**src/hdl/dac_ctrl_pkg.sv**
```systemverilog
package dac_ctrl_pkg;
    localparam logic [3:0] ADDR_CONTROL = 4'h0;
    localparam logic [3:0] ADDR_DATA = 4'h4;
    localparam logic [3:0] ADDR_STATUS = 4'h8;
    localparam int CODE_W = 10;
    localparam int CODE_FULL_SCALE = 1024;
    localparam int BIT_ON = 15;
    localparam int BIT_IDLE_STOP = 13;
    localparam int BIT_SLEEP_HOLD = 12;
    localparam int BIT_JUSTIFY = 11;
    localparam int BIT_TRIG_GATE = 8;
    localparam int BIT_PIN_DRIVE = 7;
    localparam int TSEL_LSB = 2;
    localparam int REF_LSB = 0;
    localparam logic [15:0] CONTROL_WMASK = 16'hb9ff;
    localparam logic [15:0] CONTROL_RESET = 16'h0000;
    localparam logic [15:0] DATA_RESET = 16'h0000;
    localparam logic [4:0] TSEL_LAST = 5'h11;
    localparam logic [4:0] TSEL_HOLE = 5'h09;
    localparam logic [1:0] REF_NONE = 2'h0;
    localparam logic [1:0] REF_BANDGAP = 2'h3;
endpackage : dac_ctrl_pkg

```
**src/hdl/dac_trig_select.sv**
```systemverilog
`timescale 1ns/1ps
module dac_trig_select (
    input wire logic core_clk_i,
    input wire logic rst_b_i,
    input wire logic clk_en_i,
    input wire logic [4:0] sel_i,
    input wire logic [17:0] events_i,
    output logic fire_o
);
    typedef struct packed {
        logic fire;
    } sel_state_t;
    sel_state_t st_r;
    sel_state_t st_nxt;

    always_comb
    begin
        st_nxt.fire = 1'b0;
        // Holes and codes above the last source never fire.
        if (sel_i <= dac_ctrl_pkg::TSEL_LAST && sel_i != dac_ctrl_pkg::TSEL_HOLE)
        begin
            st_nxt.fire = events_i[sel_i];
        end
    end

    always_ff @(posedge core_clk_i)
    begin
        if (!rst_b_i)
            st_r <= '0;
        else if (clk_en_i)
            st_r <= st_nxt;
    end

    assign fire_o = st_r.fire;
endmodule : dac_trig_select

```
**src/hdl/dac_code_align.sv**
```systemverilog
`timescale 1ns/1ps
module dac_code_align (
    input wire logic [15:0] word_i,
    input wire logic left_i,
    output logic [9:0] code_o
);
    // Pure alignment mux; the caller registers the result.
    assign code_o = left_i ? word_i[15:6] : word_i[9:0];
endmodule : dac_code_align

```
**src/hdl/dac_control_trigger.sv**
```systemverilog
// Register access over Avalon-MM and the placing of the registers are this design's own decisions.
`timescale 1ns/1ps
module dac_control_trigger #(
    parameter int CODE_W = dac_ctrl_pkg::CODE_W
) (
    input wire logic core_clk_i,
    input wire logic rst_b_i,
    input wire logic clk_en_i,
    input wire logic [3:0] avs_address_i,
    input wire logic avs_read_i,
    input wire logic avs_write_i,
    input wire logic [15:0] avs_writedata_i,
    output logic [15:0] avs_readdata_o,
    output logic avs_waitrequest_o,
    input wire logic idle_mode_i,
    input wire logic sleep_mode_i,
    input wire logic [2:0] comparator_trig_i,
    input wire logic adc_done_i,
    input wire logic [4:0] timer_match_i,
    input wire logic multi_output_capcomp_one_i,
    input wire logic [5:0] single_output_capcomp_i,
    input wire logic external_irq_one_i,
    output logic [CODE_W-1:0] ladder_code_o,
    output logic ladder_power_o,
    output logic pin_drive_enable_o,
    output logic [1:0] reference_sel_o,
    output logic bandgap_enable_o
);
    typedef struct packed {
        logic [15:0] control;
        logic [15:0] data;
        logic pending;
        logic [CODE_W-1:0] code;
        logic power;
        logic pin_oe;
        logic [1:0] ref_sel;
        logic bandgap;
        logic [15:0] rdata;
        logic ack;
    } dac_state_t;

    dac_state_t st_r;
    dac_state_t st_nxt;
    logic [9:0] aligned_code;
    logic trig_fire;
    logic [17:0] events;
    logic conv_on;
    logic running;
    logic sleeping_off;
    logic data_wr;
    logic wait_now;

    // The index of each event is its trigger code; code 9 has no source.
    assign events = {external_irq_one_i, single_output_capcomp_i, multi_output_capcomp_one_i, 1'b0,
                     timer_match_i, adc_done_i, comparator_trig_i};

    dac_trig_select u_trig (
        .core_clk_i(core_clk_i),
        .rst_b_i(rst_b_i),
        .clk_en_i(clk_en_i),
        .sel_i(st_r.control[6:2]),
        .events_i(events),
        .fire_o(trig_fire)
    );

    dac_code_align u_align (
        .word_i(st_r.data),
        .left_i(st_r.control[dac_ctrl_pkg::BIT_JUSTIFY]),
        .code_o(aligned_code)
    );

    // One wait cycle per access gives a registered read path.
    assign wait_now = (avs_read_i || avs_write_i) && !st_r.ack;
    assign avs_waitrequest_o = wait_now;
    assign data_wr = avs_write_i && st_r.ack && avs_address_i == dac_ctrl_pkg::ADDR_DATA;

    assign conv_on = st_r.control[dac_ctrl_pkg::BIT_ON]
                     && st_r.control[1:0] != dac_ctrl_pkg::REF_NONE;
    assign sleeping_off = sleep_mode_i && !st_r.control[dac_ctrl_pkg::BIT_SLEEP_HOLD];
    assign running = conv_on && !(idle_mode_i && st_r.control[dac_ctrl_pkg::BIT_IDLE_STOP])
                     && !sleeping_off;

    always_comb
    begin
        st_nxt = st_r;
        st_nxt.ack = 1'b0;
        if ((avs_read_i || avs_write_i) && !st_r.ack)
        begin
            st_nxt.ack = 1'b1;
            if (!avs_write_i)
            begin
                unique case (avs_address_i)
                    dac_ctrl_pkg::ADDR_CONTROL: st_nxt.rdata = st_r.control;
                    dac_ctrl_pkg::ADDR_DATA: st_nxt.rdata = st_r.data;
                    dac_ctrl_pkg::ADDR_STATUS: st_nxt.rdata = {13'h0000, st_r.pending, st_r.power, running};
                    default: st_nxt.rdata = 16'h0000;
                endcase
            end
        end
        // A write lands only at the edge where the master sees waitrequest low, so an aborted request changes nothing.
        if (avs_write_i && st_r.ack)
        begin
            if (avs_address_i == dac_ctrl_pkg::ADDR_CONTROL)
                st_nxt.control = avs_writedata_i & dac_ctrl_pkg::CONTROL_WMASK;
            else if (avs_address_i == dac_ctrl_pkg::ADDR_DATA)
                st_nxt.data = avs_writedata_i;
        end
        // A written word waits for the selected event in trigger mode.
        if (st_r.control[dac_ctrl_pkg::BIT_TRIG_GATE])
        begin
            if (trig_fire && running)
            begin
                st_nxt.code = aligned_code;
                st_nxt.pending = data_wr;
            end
            else if (data_wr)
                st_nxt.pending = 1'b1;
        end
        else
        begin
            st_nxt.pending = 1'b0;
            if (running)
                st_nxt.code = aligned_code;
        end
        st_nxt.power = running;
        st_nxt.pin_oe = running && st_r.control[dac_ctrl_pkg::BIT_PIN_DRIVE];
        st_nxt.ref_sel = st_r.control[1:0];
        st_nxt.bandgap = st_r.control[dac_ctrl_pkg::BIT_ON];
    end

    always_ff @(posedge core_clk_i)
    begin
        if (!rst_b_i)
        begin
            st_r <= '0;
        end
        else if (clk_en_i)
        begin
            st_r <= st_nxt;
        end
    end

    assign avs_readdata_o = st_r.rdata;
    assign ladder_code_o = st_r.code;
    assign ladder_power_o = st_r.power;
    assign pin_drive_enable_o = st_r.pin_oe;
    assign reference_sel_o = st_r.ref_sel;
    assign bandgap_enable_o = st_r.bandgap;
endmodule : dac_control_trigger

```
**config.mk**
```make
export PLATFORM = sky130hd
export DESIGN_NAME = dac_control_trigger
export DESIGN_NICKNAME = d
export VERILOG_FILES = /design/src/hdl/dac_ctrl_pkg.sv /design/src/hdl/dac_trig_select.sv /design/src/hdl/dac_code_align.sv /design/src/hdl/dac_control_trigger.sv
export SDC_FILE = /design/constraint.sdc
export NUM_CORES = 1
export LEC_CHECK = 0
export ABC_AREA = 1
export ABC_CLOCK_PERIOD_IN_PS = 1500
export BUFFER_PORTS_ARGS = -buffer_cell sky130_fd_sc_hd__buf_4
export CORE_UTILIZATION = 55
export CTS_BUF_LIST = sky130_fd_sc_hd__clkbuf_4 sky130_fd_sc_hd__clkbuf_8
export DETAILED_ROUTE_END_ITERATION = 10
export HOLD_SLACK_MARGIN = 0.08
export PLACE_DENSITY = 0.82
export SLEW_MARGIN = 20
export SYNTH_ARGS = -nofsm -noshare
export SYNTH_HDL_FRONTEND = slang
export SYNTH_SLANG_ARGS = --single-unit
```
**constraint.sdc**
```tcl
create_clock -name core_clk_i -period 1.5 [get_ports core_clk_i]
set_clock_uncertainty 0.15 [all_clocks]
set_input_delay 0 -clock core_clk_i [delete_from_list [all_inputs] [get_ports core_clk_i]]
set_output_delay 0 -clock core_clk_i [all_outputs]
set_load 0.05 [all_outputs]
```
# Word-level counts from Yosys, hierarchy flattened
# Cells that the tools add are included.
[totals] out_inout_bits=32 elab_cells=55 regBits=63
[op_classes] eq_ne=5 bitwise_logic=2 muxes=11 n_lt_le_gt_ge=2 n_reduce_logical=24
[op_table] operator="$pmux W16 S3" count=1
[op_table] operator="$mux W10" count=3
[op_table] operator="$logic_and A1 B1 Y1" count=11
[op_table] operator="$mux W11" count=1
[op_table] operator="$reduce_and A3 Y1" count=3
[op_table] operator="$lt A5 B6 Y1 const B" count=1
[op_table] operator="$bmux W1 S5" count=1
[op_table] operator="$le A5 B5 Y1 const B" count=1
[op_table] operator="$mux W1" count=5
[op_table] operator="$ne A5 B4 Y1 const B" count=1
[op_table] operator="$eq A4 B3 Y1 const B" count=1
[op_table] operator="$eq A4 B4 Y1 const B" count=1
[op_table] operator="$logic_not A1 Y1" count=4
[op_table] operator="$logic_not A4 Y1" count=1
[op_table] operator="$reduce_and A4 Y1" count=1
[op_table] operator="$reduce_bool A2 Y1" count=2
[op_table] operator="$ne A3 B1 Y1 const B" count=1
[op_table] operator="$ne A2 B1 Y1 const B" count=1
[op_table] operator="$not A1 Y1" count=2
[op_table] operator="$reduce_and A2 Y1" count=1
[op_table] operator="$logic_or A1 B1 Y1" count=1

# Depth between registers and ports, before layout
[logic_depth] ltp_word=7 mapped_depth=9 mapped_depth_nobuf=8

# Modules after synthesis
# Synthesis repeated with hierarchy kept, for this count alone.
[hier_totals] hier_cells=447 hier_area_um2=3100.5
[modules_own_cells] mod="dac_control_trigger" seq_area_each_um2=1241.2 cells_each=370 area_per_inst_um2=2743.9 n_inst=1
[modules_own_cells] mod="dac_trig_select" seq_area_each_um2=20.0 cells_each=45 area_per_inst_um2=229.0 n_inst=1
[modules_own_cells] mod="dac_code_align" seq_area_each_um2=0.0 cells_each=32 area_per_inst_um2=127.6 n_inst=1

# Least setup slack after synthesis
# No wires, ideal clock.
[synth_path] path_kind="flip-flop to flip-flop" startpoint="reg st_r[0] (netlist name)" endpoint="reg st_r, in the netlist avs_readdata_o[11]" required_time_ns=1.281 setup_slack_ns=0.041 path_stages_with_launch=7 n_path_buf=1 setup_time_ns=0.069 arrival_time_ns=1.240 cell_sequence="dfxtp_1 -> nor2_4 -> nand3_4 -> clkinv_2 -> buf_6 -> nand2_1 -> a21oi_2"
[synth_between] elab_chain_len=3
[synth_lines] element="start: declaration" line_no="dac_control_trigger.sv:42" rtl="dac_state_t st_r;"
[synth_lines] element="start signal: assignment" line_no="dac_control_trigger.sv:139" rtl="st_r <= st_nxt;"
[synth_lines] element="$logic_not A1 Y1"
[synth_lines] element="$logic_and A1 B1 Y1"
[synth_lines] element="named net avs_waitrequest_o" line_no="dac_control_trigger.sv:14" rtl="output logic avs_waitrequest_o,"
[synth_lines] element="$reduce_and A3 Y1 (no line)"
# The timed path passes the listed nets, and every way through them passes these cells.
# A chain may end at the register's enable or synchronous reset.

# Worst setup path after layout
[layout_path] startpoint="in clk_en_i" endpoint="reg st_r[40] (netlist name)"
[layout_between] elab_chain_len=1
[layout_lines] element="start: declaration" line_no="dac_control_trigger.sv:8" rtl="input wire logic clk_en_i,"
[layout_lines] element="$reduce_and A4 Y1 (no line)"
# Every way passes these cells.

==> impl_results.md <==
- Die span in y: 76.1 µm
- Initial DRC count: 258
- Core Footprint: 0.00520 mm²
- Estimated wirelength of the detail-placed design: roughly 5.4 mm
- Cell row count: 26
- Arr. time, crit path: between 1500 and 2000 ps
- Via count of the first global-routing pass: just under 3,000
- X dimension of the die: 76.1 µm
- Detail-routed net length per standard cell: 15.0 µm
- Result of the run: finished with violations
- Post-Synthesis Net Count: between 400 and 500
- Buffers and inverters on the worst path: 3
- Share of the yosys chip area belonging to registers: 0.417
- Count of input and output buffers: 75
- Final number of hold-violating endpoints: 3
- Top delay family on crit path: buffers and inverters
- Highest clock frequency the design can meet: roughly 0.69 GHz
- Top fanout value on the critical path: 30
- Final clock period utilization by the worst path: 0.961
- Total DRC errors in the routed layout: 0
- Starting utilization of the core area: 0.581
- Critical Path Sink Type: flop
- Via count: around 3,100
- Clock tree from TritonCTS: built
- Yosys synthesis warning count: 0
- Final Critical Period: around 1400 ps
- Final estimated routing congestion in global placement: about 0.93
- Initial antenna violation count: 0
- Fin nets: about 540
- Post-synthesis cell type with the largest combined area: dfxtp_1
- Total of flip-flops plus latches after synthesis: 63
- Leakage power summed over all cells: around 1.6 nW
- Slew headroom: 0.784
- Clock root buffer master: clkbuf_8
- Slowest Stage Delay on Critical Path: between 500 and 600 ps
- Max clock buf depth: 2
- Worst supply voltage drop on vdd: 0.555 mV
- Slew Viols, Final: 0
- Worst endpoint required time: 1580 ps
- Hold/Removal Path Class: in2reg
- Total design power: about 3.3 mW
- Mean number of vias per cell: ~5.4
- Count of cell types in the netlist: 23
- Number of optimization iterations in the first detailed-route pass: 5
- Critical path cell sequence: dlygate4sd3_1 -> buf_4 -> nand3_2 -> nor2_4 -> inv_4 -> o21ai_0 -> a21oi_1
- Maximum number of pins on one net before global-route repair: 36
- Library cell contributing the largest single delay on the critical path: dlygate4sd3_1
- Cells after Synth: 410
- Maximum capacitance violations: 0
- Number of buffers created by CTS: 9
- Violations in the final reports: hold timing
- Cell Pwr Density: 834 mW/mm²
- Total wire length after detailed routing: around 8.6 mm
- Total routing resource utilization after global routing: 0.315
- Antenna cells: 0
- Die Area: 0.00580 mm²
- I/O Pins: 76
- Slew @ Worst Pin: between 300 and 400 ps
- Layout-stage area growth over the synthesis result: 32.8%
- Proportion of netlist area held by the largest area contributor: 0.417
- Synth area leaders: dfxtp_1 (42%), nand2_1 (12%), buf_4 (7.5%), a21oi_1 (7.1%), o21ai_0 (6.8%)
- Crit Path Class: in2reg
- Final ANT Viol Nets: 0
- Latest clock arrival within the worst-skew pair: ~340 ps
- CTS clock-pin slew for the worst setup and hold paths: 70 ps
- Utilization after layout: 0.771
- Number of sinks handled by clock tree synthesis: 63
- Kind of launch point of the worst setup path: primary input
- Summed instance area of the synthesized netlist: 0.00302 mm²
- GR Overflow Total: 0
- Worst-case hold slack: -42.9 ps
- Mapped Avg Cell Area: ~7.4 µm²
- Cell area reported after detailed placement: roughly 0.0034 mm²
- Total of endpoints with negative setup slack in the final report: 0
- Level count of the clock H-tree: 3
- First-pass GRT wire length: about 14 mm
- Final design area excluding fillers: about 0.004 mm²
- Fraction of layout cells with a size suffix above 1: 0.264
- Hold buffer count at cts: 40
[cell type report]
class	count	area [µm²]
Clock buffer	11	145
Fill cell	367	1190
Sequential cell	63	1260
Timing Repair Buffer	127	1060
Clock inverter	4	22.5
Tap cell	70	87.6
Inverter	32	130
Multi-Input combinational cell	267	1310
[worst min-delay path, stage by stage]
cell and delay, ps:
buf_4 90, nor2_4 40, nand3_4 60, nor2_4 50
o22ai_1 100, nor2_1 60
[cells in the final DEF (no fill, tap or decap), types with 7 or more instances in the layout]
master,Yosys,layout
a21oi_1,43,42
a21oi_2,10,11
buf_4,30,87
clkbuf_8,1,10
dfxtp_1,63,62
dlygate4sd3_1,0,39
inv_1,28,23
nand2_1,96,96
nand3_1,19,19
nor2_1,29,29
o21ai_0,41,39
o21ai_1,11,11
o22ai_1,7,7
[kinds of logic after synthesis]
group | share of synthesized area
AND/OR/NAND/NOR | 0.224
AO/OA/AOI/OAI | 0.206
buffers and inverters | 0.153
flip-flops | 0.417
[stage by stage]
step | TNS, ps | hold slack (ps) | setup WS, ps | cells
after global routing | -30.7 | -40.1 | -30.7 | 574
after CTS | 0 | -58.3 | 14.8 | 573
after floorplan | 0 | -15.1 | 41.0 | 410
after global placement | 0 | 80.4 | 56.5 | 518
after detailed placement | 0 | 80.7 | 30.6 | 518
final | 0 | -42.9 | 59.2 | 574
[where the power goes]
| part | total [mW] | switching (mW) | internal, mW | leakage [nW] |
|---|---|---|---|---|
| clock | 1.29 | 0.641 | 0.644 | 0.0884 |
| sequential | 1.69 | 0.00740 | 1.68 | 0.509 |
| combinational | 0.371 | 0.181 | 0.190 | 1.01 |
| total | 3.35 | 0.829 | 2.52 | 1.61 |
[layer usage]
metal	vias up	global-route usage	share of wire
met4	0	0.202	0.041
met5	-	0	0
met2	168	0.497	0.48
met3	40	0.0575	0.066
met1	1382	0.396	0.41
li1	1494	-	-
[flip-flops by register name, summed over array words and instances, names as in the netlist]
name / flops
avs_readdata_o: 16
st_r: 28
st_nxt: 3
pin_drive_enable_o: 1
ladder_power_o: 1
bandgap_enable_o: 1
u_trig.fire_o: 1
reference_sel_o: 2
ladder_code_o: 10
[path summary, 6_finish.rpt]
path              depth (start not counted)                              to                      startpoint  slack [ps]
setup / recovery                          7           st_r[40]$_SDFFE_PN0P_                        clk_en_i          60
hold / removal                            6           st_r[32]$_SDFFE_PN0P_                avs_address_i[1]         -40
setup reg to reg                          6   ladder_code_o[8]$_SDFFE_PN0P_         st_nxt[19]$_SDFFE_PN0P_         100
hold reg to reg                           2  avs_readdata_o[9]$_SDFFE_PN0P_  avs_readdata_o[9]$_SDFFE_PN0P_         310
[synthesized netlist by cell type]
master,count
nand2_1,96
dfxtp_1,63
a21oi_1,43
o21ai_0,41
buf_4,30
nor2_1,29
inv_1,28
nand3_1,19
o21ai_1,11
a21oi_2,10
clkbuf_1,7
o22ai_1,7
buf_2,6
buf_6,4
nor2_4,4
nand3_4,3
inv_2,2
o211ai_1,2
clkbuf_8,1
clkinv_1,1
clkinv_2,1
nand3_2,1
nor4_1,1
[timing repair]
action | 4_1_cts | 5_1_grt
endpoints found under the setup margin | 0 | 43
setup buffers | 0 | 1
hold endpoints to repair | 43 | 3
gates resized for setup | 0 | 17
Note: power is estimated with default switching activity, not from simulation.
